## src/shared/omvc_defines.vh

```
// register map, field positions, reset values and timing constants for the output mixer block
`ifndef OMVC_DEFINES_VH
`define OMVC_DEFINES_VH

// register indices (byte address is four times the index)
`define OMVC_IDX_POWER_ONE 7'h01
`define OMVC_IDX_OUT_POWER 7'h03
`define OMVC_IDX_ADD_CTRL 7'h07
`define OMVC_IDX_SPK_MIX 7'h32
`define OMVC_IDX_SPK_VOL 7'h36
`define OMVC_IDX_MONO_MIX 7'h38
`define OMVC_IDX_ZC_CTRL 7'h40

// field positions
`define OMVC_BIT_BIAS 3
`define OMVC_BIT_BUF 2
`define OMVC_BIT_MONO_EN 7
`define OMVC_BIT_SPKN_EN 6
`define OMVC_BIT_SPKP_EN 5
`define OMVC_BIT_MONOMIX_EN 3
`define OMVC_BIT_SPKMIX_EN 2
`define OMVC_BIT_SLOW 0
`define OMVC_BIT_AUX_SPK 5
`define OMVC_BIT_BYP_SPK 1
`define OMVC_BIT_DAC_SPK 0
`define OMVC_BIT_SPK_ATT 8
`define OMVC_BIT_SPK_ZC 7
`define OMVC_BIT_SPK_MUTE 6
`define OMVC_BIT_MONO_ATT 7
`define OMVC_BIT_MONO_MUTE 6
`define OMVC_BIT_AUX_MONO 2
`define OMVC_BIT_BYP_MONO 1
`define OMVC_BIT_DAC_MONO 0
`define OMVC_BIT_ZC_RATE 0

// writable bit masks per register
`define OMVC_MASK_POWER_ONE 9'h00C
`define OMVC_MASK_OUT_POWER 9'h0EC
`define OMVC_MASK_ADD_CTRL 9'h001
`define OMVC_MASK_SPK_MIX 9'h023
`define OMVC_MASK_SPK_VOL 9'h1FF
`define OMVC_MASK_MONO_MIX 9'h0C7
`define OMVC_MASK_ZC_CTRL 9'h001

// reset values
`define OMVC_RST_ZERO 9'h000
`define OMVC_RST_SPK_VOL 9'h079
`define OMVC_GAIN_0DB 6'h39

// sign-change detection width of the speaker signal sample
`define OMVC_SIG_W 16

// timing: slow tick period 2^21 master clocks, timeout rates in Hz
`define OMVC_CLK_HZ 25000000
`define OMVC_TO_SLOW_HZ 31
`define OMVC_TO_FAST_HZ 47
`define OMVC_CNT_W 20

`endif

```

## src/omvc_sync3.v

```verilog
// three-flop synchroniser with agreement-based change acceptance
`timescale 1ns/1ns
module omvc_sync3 (
    clk,
    rst_b,
    async_in,
    sync_out
);
    input wire clk;
    input wire rst_b;
    input wire async_in;
    output reg sync_out;

    reg s1_q; // first stage, read only by second
    reg s2_q; // second stage
    reg s3_q; // third stage

    // shift chain; output follows once stages two and three agree
    always @(posedge clk) begin
        if (!rst_b) begin
            s1_q <= 1'b0;
            s2_q <= 1'b0;
            s3_q <= 1'b0;
            sync_out <= 1'b0;
        end else begin
            s1_q <= async_in;
            s2_q <= s1_q;
            s3_q <= s2_q;
            if (s2_q == s3_q) begin
                sync_out <= s3_q;
            end
        end
    end
endmodule // omvc_sync3

```

## src/omvc_zc_timer.v

```verilog
// zero-cross timeout counter, restarted on every gain write
`timescale 1ns/1ns
`include "omvc_defines.vh"
module omvc_zc_timer (
    clk,
    rst_b,
    enable,
    restart,
    limit,
    expired
);
    input wire clk;
    input wire rst_b;
    input wire enable;
    input wire restart;
    input wire [`OMVC_CNT_W-1:0] limit;
    output wire expired;

    reg [`OMVC_CNT_W-1:0] cnt_q; // cycles since restart

    assign expired = enable && (cnt_q >= limit);

    // counts only while the slow clock is on; holds otherwise
    always @(posedge clk) begin
        if (!rst_b) begin
            cnt_q <= {`OMVC_CNT_W{1'b0}};
        end else if (restart) begin
            cnt_q <= {`OMVC_CNT_W{1'b0}};
        end else if (enable && !expired) begin
            cnt_q <= cnt_q + 1'b1;
        end
    end
endmodule // omvc_zc_timer

```

## src/omvc_output_mixer.v

```verilog
// register bank and gain update control for the speaker and mono output paths
//
// The Avalon-MM slave port was decided locally.
`timescale 1ns/1ns
`include "omvc_defines.vh"
// Behaviour
// - speaker mixer selects aux, bypass, dac
// - speaker bypass attenuation bit eight
// - zero-cross bit defers speaker gain change
// - speaker mute resets on, holds mid level
// - six-bit gain code, 1dB steps, 0dB reset
// - negative speaker output is inverted positive
// - timeout applies pending gain with slow clock
// - timeout rate 31Hz or 47Hz
// - additional control bit zero enables slow clock
// - mono bypass attenuation bit seven
// - mono mute drives mid-rail reference
// - mono mixer selects aux, bypass, dac
// - output power enables, all reset off
// - bias and mid buffer enables
module omvc_output_mixer #(
    parameter TICK_PERIOD = 2097152
) (
    clk,
    rst_b,
    avs_address,
    avs_read,
    avs_write,
    avs_writedata,
    avs_byteenable,
    avs_readdata,
    avs_waitrequest,
    avs_response,
    speaker_signal,
    jack_insert,
    aux_to_speaker_sel,
    bypass_to_speaker_sel,
    dac_to_speaker_sel,
    speaker_bypass_atten,
    speaker_gain,
    speaker_out_pos,
    speaker_out_neg,
    output_mid_level,
    mono_bypass_atten,
    mono_out_mute,
    aux_to_mono_sel,
    bypass_to_mono_sel,
    dac_to_mono_sel,
    mono_output_pin,
    amp_bias_enable,
    mid_buffer_enable,
    mono_out_enable,
    speaker_neg_enable,
    speaker_pos_enable,
    mono_mixer_enable,
    speaker_mixer_enable,
    slow_tick_enable,
    slow_tick,
    jack_debounced
);
    input wire clk;
    input wire rst_b;
    input wire [8:0] avs_address; // byte address
    input wire avs_read;
    input wire avs_write;
    input wire [31:0] avs_writedata;
    input wire [3:0] avs_byteenable;
    output reg [31:0] avs_readdata;
    output wire avs_waitrequest;
    output reg [1:0] avs_response;
    input wire [`OMVC_SIG_W-1:0] speaker_signal; // signed sample of mixer output
    input wire jack_insert; // pin, asynchronous
    output wire aux_to_speaker_sel;
    output wire bypass_to_speaker_sel;
    output wire dac_to_speaker_sel;
    output wire speaker_bypass_atten;
    output reg [5:0] speaker_gain; // gain in effect
    output reg [`OMVC_SIG_W-1:0] speaker_out_pos;
    output reg [`OMVC_SIG_W-1:0] speaker_out_neg;
    output wire output_mid_level; // high while speaker held at mid level
    output wire mono_bypass_atten;
    output wire mono_out_mute; // high while mono drives mid reference
    output wire aux_to_mono_sel;
    output wire bypass_to_mono_sel;
    output wire dac_to_mono_sel;
    output reg [`OMVC_SIG_W-1:0] mono_output_pin;
    output wire amp_bias_enable;
    output wire mid_buffer_enable;
    output wire mono_out_enable;
    output wire speaker_neg_enable;
    output wire speaker_pos_enable;
    output wire mono_mixer_enable;
    output wire speaker_mixer_enable;
    output wire slow_tick_enable;
    output reg slow_tick; // one-cycle pulse every tick period
    output wire jack_debounced;

    // timeout limits in master clocks, derived from rate
    localparam [31:0] TO_SLOW_FULL = `OMVC_CLK_HZ / `OMVC_TO_SLOW_HZ; // full-width quotient
    localparam [31:0] TO_FAST_FULL = `OMVC_CLK_HZ / `OMVC_TO_FAST_HZ; // full-width quotient
    localparam [31:0] TICK_LAST_FULL = TICK_PERIOD - 1; // full-width last divider count
    localparam [`OMVC_CNT_W-1:0] TO_SLOW_CYC = TO_SLOW_FULL[`OMVC_CNT_W-1:0];
    localparam [`OMVC_CNT_W-1:0] TO_FAST_CYC = TO_FAST_FULL[`OMVC_CNT_W-1:0];
    localparam [21:0] TICK_LAST = TICK_LAST_FULL[21:0];

    reg [8:0] pow1_q; // power control one
    reg [8:0] opow_q; // output power control
    reg [8:0] add_q; // additional control
    reg [8:0] smix_q; // speaker mixer select
    reg [8:0] svol_q; // speaker volume control, pending gain
    reg [8:0] mmix_q; // mono mixer control
    reg [8:0] zc_q; // zero-cross timeout rate select
    reg pend_q; // gain waiting for zero crossing
    reg sign_q; // previous signal sign
    reg [21:0] tick_q; // slow tick divider
    reg jack_q; // debounced jack level
    reg [1:0] jack_cnt_q; // debounce tick count
    wire jack_sync; // synchronised jack pin
    wire [6:0] idx; // register index
    wire wr_en; // write accepted
    wire [8:0] wdat; // write data limited to lanes
    wire sign_chg; // zero crossing seen
    wire to_exp; // timeout expired
    wire vol_wr; // write to volume register
    reg rd_done_q; // read data registered, answer stands this cycle

    // reads wait one cycle so registered data stands while waitrequest is low
    assign avs_waitrequest = avs_read && !rd_done_q;
    assign idx = avs_address[8:2];
    assign wr_en = avs_write && !avs_read;
    assign wdat = {avs_byteenable[1] ? avs_writedata[8] : 1'b0,
                   avs_byteenable[0] ? avs_writedata[7:0] : 8'h00};
    assign vol_wr = wr_en && (idx == `OMVC_IDX_SPK_VOL) && avs_byteenable[0];

    // field decode
    assign aux_to_speaker_sel = smix_q[`OMVC_BIT_AUX_SPK];
    assign bypass_to_speaker_sel = smix_q[`OMVC_BIT_BYP_SPK];
    assign dac_to_speaker_sel = smix_q[`OMVC_BIT_DAC_SPK];
    assign speaker_bypass_atten = svol_q[`OMVC_BIT_SPK_ATT];
    assign output_mid_level = svol_q[`OMVC_BIT_SPK_MUTE];
    assign mono_bypass_atten = mmix_q[`OMVC_BIT_MONO_ATT];
    assign mono_out_mute = mmix_q[`OMVC_BIT_MONO_MUTE];
    assign aux_to_mono_sel = mmix_q[`OMVC_BIT_AUX_MONO];
    assign bypass_to_mono_sel = mmix_q[`OMVC_BIT_BYP_MONO];
    assign dac_to_mono_sel = mmix_q[`OMVC_BIT_DAC_MONO];
    assign amp_bias_enable = pow1_q[`OMVC_BIT_BIAS];
    assign mid_buffer_enable = pow1_q[`OMVC_BIT_BUF];
    assign mono_out_enable = opow_q[`OMVC_BIT_MONO_EN];
    assign speaker_neg_enable = opow_q[`OMVC_BIT_SPKN_EN];
    assign speaker_pos_enable = opow_q[`OMVC_BIT_SPKP_EN];
    assign mono_mixer_enable = opow_q[`OMVC_BIT_MONOMIX_EN];
    assign speaker_mixer_enable = opow_q[`OMVC_BIT_SPKMIX_EN];
    assign slow_tick_enable = add_q[`OMVC_BIT_SLOW];
    assign jack_debounced = jack_q;

    // register writes; masks keep undocumented bits at zero
    always @(posedge clk) begin
        if (!rst_b) begin
            pow1_q <= `OMVC_RST_ZERO;
            opow_q <= `OMVC_RST_ZERO;
            add_q <= `OMVC_RST_ZERO;
            smix_q <= `OMVC_RST_ZERO;
            svol_q <= `OMVC_RST_SPK_VOL;
            mmix_q <= `OMVC_RST_ZERO;
            zc_q <= `OMVC_RST_ZERO;
        end else if (wr_en) begin
            case (idx)
                `OMVC_IDX_POWER_ONE: pow1_q <= wdat & `OMVC_MASK_POWER_ONE;
                `OMVC_IDX_OUT_POWER: opow_q <= wdat & `OMVC_MASK_OUT_POWER;
                `OMVC_IDX_ADD_CTRL: add_q <= wdat & `OMVC_MASK_ADD_CTRL;
                `OMVC_IDX_SPK_MIX: smix_q <= wdat & `OMVC_MASK_SPK_MIX;
                `OMVC_IDX_SPK_VOL: svol_q <= wdat & `OMVC_MASK_SPK_VOL;
                `OMVC_IDX_MONO_MIX: mmix_q <= wdat & `OMVC_MASK_MONO_MIX;
                `OMVC_IDX_ZC_CTRL: zc_q <= wdat & `OMVC_MASK_ZC_CTRL;
                default: begin
                end
            endcase
        end
    end

    // read mux; unmapped index answers zero with a slave error
    always @(posedge clk) begin
        if (!rst_b) begin
            avs_readdata <= 32'h00000000;
            avs_response <= 2'h0;
        end else begin
            avs_response <= 2'h0;
            avs_readdata <= 32'h00000000;
            if (avs_read || avs_write) begin
                case (idx)
                    `OMVC_IDX_POWER_ONE: avs_readdata <= {23'h000000, pow1_q};
                    `OMVC_IDX_OUT_POWER: avs_readdata <= {23'h000000, opow_q};
                    `OMVC_IDX_ADD_CTRL: avs_readdata <= {23'h000000, add_q};
                    `OMVC_IDX_SPK_MIX: avs_readdata <= {23'h000000, smix_q};
                    `OMVC_IDX_SPK_VOL: avs_readdata <= {23'h000000, svol_q};
                    `OMVC_IDX_MONO_MIX: avs_readdata <= {23'h000000, mmix_q};
                    `OMVC_IDX_ZC_CTRL: avs_readdata <= {22'h000000, pend_q, zc_q};
                    default: avs_response <= 2'h2;
                endcase
            end
        end
    end

    // read handshake: one wait state, then the answer for one cycle
    always @(posedge clk) begin
        if (!rst_b) begin
            rd_done_q <= 1'b0;
        end else begin
            rd_done_q <= avs_read && !rd_done_q;
        end
    end

    // slow tick divider, runs only while enabled
    always @(posedge clk) begin
        if (!rst_b) begin
            tick_q <= 22'h000000;
            slow_tick <= 1'b0;
        end else if (slow_tick_enable) begin
            slow_tick <= (tick_q == TICK_LAST);
            tick_q <= (tick_q == TICK_LAST) ? 22'h000000 : tick_q + 22'h000001;
        end else begin
            tick_q <= 22'h000000;
            slow_tick <= 1'b0;
        end
    end

    // jack pin synchronised, then debounced over two slow ticks
    omvc_sync3 u_jack_sync (
        .clk(clk),
        .rst_b(rst_b),
        .async_in(jack_insert),
        .sync_out(jack_sync)
    );

    // debounce: level must hold across consecutive slow ticks
    always @(posedge clk) begin
        if (!rst_b) begin
            jack_q <= 1'b0;
            jack_cnt_q <= 2'h0;
        end else if (jack_sync == jack_q) begin
            jack_cnt_q <= 2'h0;
        end else if (slow_tick) begin
            if (jack_cnt_q == 2'h1) begin
                jack_q <= jack_sync;
                jack_cnt_q <= 2'h0;
            end else begin
                jack_cnt_q <= jack_cnt_q + 2'h1;
            end
        end
    end

    // zero-cross timeout; rate picks 31Hz or 47Hz
    omvc_zc_timer u_zc_timer (
        .clk(clk),
        .rst_b(rst_b),
        .enable(slow_tick_enable),
        .restart(vol_wr),
        .limit(zc_q[`OMVC_BIT_ZC_RATE] ? TO_FAST_CYC : TO_SLOW_CYC),
        .expired(to_exp)
    );

    assign sign_chg = speaker_signal[`OMVC_SIG_W-1] != sign_q;

    // gain update: immediate, or on sign change or timeout when gated
    always @(posedge clk) begin
        if (!rst_b) begin
            speaker_gain <= `OMVC_GAIN_0DB;
            pend_q <= 1'b0;
            sign_q <= 1'b0;
        end else begin
            sign_q <= speaker_signal[`OMVC_SIG_W-1];
            if (vol_wr) begin
                if (wdat[`OMVC_BIT_SPK_ZC]) begin
                    pend_q <= 1'b1;
                end else begin
                    speaker_gain <= wdat[5:0];
                    pend_q <= 1'b0;
                end
            end else if (pend_q && (sign_chg || to_exp)) begin
                speaker_gain <= svol_q[5:0];
                pend_q <= 1'b0;
            end
        end
    end

    // output drive: mute holds mid level (zero), negative is inverse
    always @(posedge clk) begin
        if (!rst_b) begin
            speaker_out_pos <= {`OMVC_SIG_W{1'b0}};
            speaker_out_neg <= {`OMVC_SIG_W{1'b0}};
            mono_output_pin <= {`OMVC_SIG_W{1'b0}};
        end else begin
            if (output_mid_level) begin
                speaker_out_pos <= {`OMVC_SIG_W{1'b0}};
                speaker_out_neg <= {`OMVC_SIG_W{1'b0}};
            end else begin
                speaker_out_pos <= speaker_signal;
                speaker_out_neg <= ~speaker_signal + 1'b1;
            end
            mono_output_pin <= mono_out_mute ? {`OMVC_SIG_W{1'b0}} : speaker_signal;
        end
    end
endmodule // omvc_output_mixer

```

## config.mk

```make
export PLATFORM = sky130hd
export DESIGN_NAME = omvc_output_mixer
export DESIGN_NICKNAME = d
export VERILOG_FILES = /design/src/omvc_sync3.v /design/src/omvc_zc_timer.v /design/src/omvc_output_mixer.v
export VERILOG_INCLUDE_DIRS = /design/src /design/src/shared
export SDC_FILE = /design/constraint.sdc
export NUM_CORES = 1
export LEC_CHECK = 0
export BUFFER_PORTS_ARGS = -buffer_cell sky130_fd_sc_hd__buf_2
export CELL_PAD_IN_SITES_DETAIL_PLACEMENT = 1
export CELL_PAD_IN_SITES_GLOBAL_PLACEMENT = 2
export CORE_MARGIN = 3
export CORE_UTILIZATION = 33
export CTS_CLUSTER_DIAMETER = 30
export DETAILED_ROUTE_END_ITERATION = 10
export PLACE_DENSITY = 0.95
export SYNTH_ARGS = -nofsm -noshare
export SYNTH_HDL_FRONTEND = slang
export SYNTH_SLANG_ARGS = --single-unit
```

## constraint.sdc

```tcl
create_clock -name clk -period 5.4 [get_ports clk]
set_input_delay 0.81 -clock clk [delete_from_list [all_inputs] [get_ports clk]]
set_output_delay 0.81 -clock clk [all_outputs]
set_load 0.01 [all_outputs]
```

* Word-level counts from Yosys, hierarchy flattened
Index checks and enable logic that the tools add are counted.
** Cells by class
- $mul :: 0
- Eq/ne operators :: 13
- Bitwise operators :: 4
- $add $sub $neg :: 4
- Shift-type cells :: 0
- Order comparisons :: 1
- Reduce and logical (&&, ||, !) cells :: 30
- Mux-type cells :: 12
- Div/mod/pow operators :: 0
** Operators by type and width (count)
- case mux 10 bit (7 select lines) :: 1
- adder 22 x 1 -> 22 bit (second input constant) :: 1
- equality test 22 x 21 -> 1 bit (second input constant) :: 1
- equality test 7 x 6 -> 1 bit (second input constant) :: 3
- adder 20 x 1 -> 20 bit (second input constant) :: 1
- >= comparator 20 bit :: 1
- AND reduction 2 bit :: 10
- 2-to-1 mux 19 bit :: 1
- 2-to-1 mux 6 bit :: 3
- adder 16 x 1 -> 16 bit (second input constant) :: 1
- inverter 16 bit :: 1
- 2-to-1 mux 8 bit :: 1
- OR reduction 2 bit :: 4
- equality test 7 x 1 -> 1 bit (second input constant) :: 1
- equality test 7 x 2 -> 1 bit (second input constant) :: 1
- equality test 7 x 3 -> 1 bit (second input constant) :: 1
- equality test 7 bit (second input constant) :: 1
- logical AND 1 bit :: 7
- OR reduction 7 bit :: 1
- 2-to-1 mux 1 bit :: 4
- 2-to-1 mux 2 bit :: 2
- zero test 1 bit :: 3
- inverter 1 bit :: 3
- AND reduction 3 bit :: 1
- 8 further kinds :: 10
** Storage, ports and cells
- Input port bits :: 66
- Bits in latches :: 0
- ROM bits :: 0
- Logic and storage cells :: 89
- Memories :: 0
- Output and inout port bits :: 109
- Bits in registers :: 167
- Bits in writable memories :: 0

* Depth between registers and ports, before layout
- Depth in word-level cells :: 7
- Mapped depth :: 10
- Mapped depth without buffers :: 8

* Hierarchy
From an unflattened synthesis, not the netlist that was laid out.
** Second synthesis, totals
- Cell total of the unflattened synthesis :: 714
- Area total of the unflattened synthesis :: 6543.8 sq um
** By module, submodules not included
- omvc_output_mixer :: area each 4885.9 sq um, seq. area each 2382.3 sq um, cells each 520, times used 1
- omvc_zc_timer :: area each 1541.5 sq um, seq. area each 400.4 sq um, cells each 184, times used 1
- omvc_sync3 :: area each 116.4 sq um, seq. area each 80.1 sq um, cells each 10, times used 1

* Least setup slack after synthesis
No wires, ideal clock.
- Path kind :: input port to flip-flop
- Start :: input avs_address[2]
- End :: register speaker_gain[0]
- Path slack :: 2.748 ns
- Data arrival time :: 2.531 ns
- Setup time :: 0.121 ns
- Cell stages on the path :: 5
- Data required time :: 5.279 ns
- Cell sequence :: or3b_1 or4b_4 clkbuf_8 a41oi_4 mux2_2
** On the way
- Longest elaborated chain between the ends :: 5
** Ends and longest elaborated chain
- from (decl) :: line omvc_output_mixer.v:63 : input wire [8:0] avs_address;
- equality test 7 x 6 -> 1 bit (*)
- logical AND 1 bit (*) (2 in a row) :: line omvc_output_mixer.v:133 : assign vol_wr = wr_en && (idx == `OMVC_IDX_SPK_VOL) && avs_byteenable[0];
- != test 2 bit (no source line) / nonzero test 2 bit (equally long branches)
- AND reduction 2 bit (no source line)
- to (signal assigned) :: line omvc_output_mixer.v:267 : speaker_gain <= `OMVC_GAIN_0DB;
- to (signal assigned) :: line omvc_output_mixer.v:276 : speaker_gain <= wdat[5:0];
- to (signal assigned) :: line omvc_output_mixer.v:280 : speaker_gain <= svol_q[5:0];
- to (decl) :: line omvc_output_mixer.v:77 : output reg [5:0] speaker_gain;
Mark *: on every way between the ends. The rest lies on a longest branch, timed or not.
A chain may end at the register's enable or synchronous reset.

* Worst setup path after layout
- Start :: register zc_q[0]
- End :: register u_zc_timer.cnt_q[15]
** On the way
- Longest elaborated chain between the ends :: 5
** Ends and longest elaborated chain
- from (decl) :: line omvc_output_mixer.v:112 : reg [8:0] zc_q;
- from (signal assigned) :: line omvc_output_mixer.v:165 : zc_q <= `OMVC_RST_ZERO;
- from (signal assigned) :: line omvc_output_mixer.v:174 : `OMVC_IDX_ZC_CTRL: zc_q <= wdat & `OMVC_MASK_ZC_CTRL;
- 2-to-1 mux 19 bit :: line omvc_output_mixer.v:258 : .limit(zc_q[`OMVC_BIT_ZC_RATE] ? TO_FAST_CYC : TO_SLOW_CYC),
- >= comparator 20 bit :: line omvc_zc_timer.v:21 : assign expired = enable && (cnt_q >= limit);
- logical AND 1 bit :: line omvc_zc_timer.v:21
- zero test 1 bit :: line omvc_zc_timer.v:29 : end else if (enable && !expired) begin
- logical AND 1 bit :: line omvc_zc_timer.v:29
- to (signal assigned) :: line omvc_zc_timer.v:26 : cnt_q <= {`OMVC_CNT_W{1'b0}};
- to (signal assigned) :: line omvc_zc_timer.v:28 : cnt_q <= {`OMVC_CNT_W{1'b0}};
- to (signal assigned) :: line omvc_zc_timer.v:30 : cnt_q <= cnt_q + 1'b1;
- to (decl) :: line omvc_zc_timer.v:19 : reg [`OMVC_CNT_W-1:0] cnt_q;
Every way passes these cells.

==> metrics <==
sort of element at the start of the critical path flop; Hold WC Path Type reg2reg; total setup violations reported at the end of the flow 0; vias per std cell ~5; die span in y about 140 um; number of top-level pins 175; final weighted congestion in routability-driven placement 0.875; drt drc 0; leading cell types in the layout, fill and taps excluded sky130_fd_sc_hd__dfxtp_1 (143), sky130_fd_sc_hd__buf_2 (124), sky130_fd_sc_hd__nor2_1 (70); Nets roughly 870; buffers from clock root to sink, at most 2; async set or reset register ratio after synthesis 0%; number of inserted diodes 0; sequential-to-total area share from yosys stat a little under half; Post-CTS Setup Repair Bufs 0; clock tree root buffer cell sky130_fd_sc_hd__clkbuf_16; Final ANT Viol Nets 0; slew of the pin with the lowest slew margin around 1.0 ns; setup skew after layout 0.00842 ns; Avg Synthesized Cell Area 9.15 um^2; EDFF count, synth 0; largest net degree at the start of global routing 57; combined global-route utilization of all metal layers 16.3%; overall die width ~140 um; first drt pass iteration count 6; Max-slew headroom ~33%; CP max FO 37; number of warnings issued by yosys 0; final cycle utilization of the critical path about three fifths; CP required between 5 and 6 ns; Site Rows 49; global route overflow 0; detailed-route via count ~5200; Top FF cell, synth sky130_fd_sc_hd__dfxtp_1; final count of hold timing violations 0; CTS tree yes; class of the most critical setup path reg2reg; number of clock sinks around 140; Mapped Cells approximately 680; number of distinct library cells after synthesis between 50 and 60; Starting Density 34.1%; data arrival at the endpoint of the critical path approximately 3.6 ns; final instance count without filler cells 1034; post-detailed-placement half-perimeter wirelength ~12000 um; post-cts sizing count 0; maximum clock frequency 310 MHz; Final Max Tran Viols 0; iteration-0 DRC count of the detailed router around 310; Max Cap Viol 0; run status finished clean; number of global-route vias before repair between 5000 and 6000; setup total negative slack 0 ns; count of state elements after synthesis 143; post-route minimum period 3.23 ns; deepest level of the CTS H-tree 4; Total Wirelength about 16000 um; wire length of the first global-routing pass about 27000 um; antenna violations before repair 0; clock network latency to the later pin of the worst-skew pair 0.42 ns; crit path capture type flop; detailed-route wire length per cell roughly 16 um; share of the core filled with cells around two fifths; fraction of layout cells with a size suffix above 1 about 22%; hold bufs inserted after CTS 0; clock buffer count from CTS 17; Area growth syn-to-layout 20.0%; post-synthesis cell area slightly above 6000 um^2; total leakage power 3.14 nW; placed instance count between 1000 and 1500; power density normalized to cell area about 310 nW/um^2; Die Footprint around 20000 um^2; IO buf count 124; peak ir drop on the vdd network between 200 and 250 uV; area of the core between 15000 and 20000 um^2; unrepaired setup endpoints after global routing no; most common library cell in the layout ignoring fill and taps sky130_fd_sc_hd__dfxtp_1; CTS clk-pin slew, worst paths 0.06 ns
worst max-delay path, cell delays in order, from the launching register on:
cell and delay [ns]:
sky130_fd_sc_hd__dfxtp_1 0.52, sky130_fd_sc_hd__inv_1 0.22, sky130_fd_sc_hd__ha_1 0.32, sky130_fd_sc_hd__or3b_2 0.45, sky130_fd_sc_hd__a21oi_1 0.14, sky130_fd_sc_hd__or4b_4 0.17, sky130_fd_sc_hd__nand4_4 0.38, sky130_fd_sc_hd__or4_2 0.79
sky130_fd_sc_hd__a21oi_1 0.15
state kept, by name (all words and copies together), names as in the netlist, 2 cells and up:
signal and count:
u_zc_timer.cnt_q 20, speaker_out_pos 16, speaker_gain 6, speaker_out_neg 15
mmix_q 5, svol_q 9, mono_output_pin 16, jack_cnt_q 2
opow_q 5, pow1_q 2, avs_readdata 10, smix_q 3
tick_q 22
power breakdown:
group          switching, mW  total [mW]  internal, mW
clock                  0.506        1.16         0.649
sequential           0.00236        1.07          1.06
combinational         0.0613      0.0940        0.0327
cell families after synthesis:
family	share of synthesized area [%]
AO/OA/AOI/OAI	7.74
XOR/XNOR	4.94
adder cells (fa/ha/maj)	2.82
buffers and inverters	6.19
flip-flops	46.1
multiplexers	4.17
other	0.0604
AND/OR/NAND/NOR	27.9
final timing paths:
path	startpoint	end	slack, ns	cells after the start
max	zc_q[0]	u_zc_timer.cnt_q[15]	2.17	8
min	jack_cnt_q[1]	jack_cnt_q[1]	0.44	2
max reg2reg	zc_q[0]	u_zc_timer.cnt_q[15]	2.17	8
min reg2reg	jack_cnt_q[1]	jack_cnt_q[1]	0.44	2
Yosys cell counts, types with 14 or more instances:
cell type / n / share of area [%]
sky130_fd_sc_hd__buf_4: 25 / 3.0
sky130_fd_sc_hd__ha_1: 14 / 2.8
sky130_fd_sc_hd__nor2_1: 70 / 4.2
sky130_fd_sc_hd__nand3_1: 36 / 2.9
sky130_fd_sc_hd__xnor2_1: 16 / 2.3
sky130_fd_sc_hd__dfxtp_1: 143 / 46
sky130_fd_sc_hd__clkbuf_1: 18 / 1.1
sky130_fd_sc_hd__xor2_1: 19 / 2.7
sky130_fd_sc_hd__and2_1: 44 / 4.4
sky130_fd_sc_hd__mux2i_1: 18 / 2.9
sky130_fd_sc_hd__nor2b_1: 22 / 2.2
sky130_fd_sc_hd__a21oi_1: 23 / 1.9
sky130_fd_sc_hd__nand2_1: 63 / 3.8
area by class of cell:
type / count / area [um^2]
Fill cell: 2128 / 10800
Sequential cell: 143 / 2860
Timing Repair Buffer: 126 / 636
Clock inverter: 15 / 150
Inverter: 12 / 45.0
Clock buffer: 17 / 425
Tap cell: 229 / 287
Multi-Input combinational cell: 492 / 3040
per-stage QoR:
stage               power [mW]  setup slack, ns  instance area, um^2  hold slack, ns
floorplan                 1.15             2.75                 6290           0.410
global placement          1.18             2.25                 6870           0.419
detailed placement        1.18             2.18                 6870           0.426
CTS                       2.35             2.14                 7450           0.436
global route              2.40             1.93                 7450           0.452
finish                    2.32             2.17                 7450           0.437
metal layers:
metal	wire length, um	share of wire [%]	up-vias	track usage [%]
li1	-	-	2507	-
met1	7550	46	2521	21.1
met2	7970	48	120	27.1
met4	249	1.5	0	5.25
met3	720	4.4	21	3.68
met5	0	0	-	0
Power figures use the tool's default switching activity.
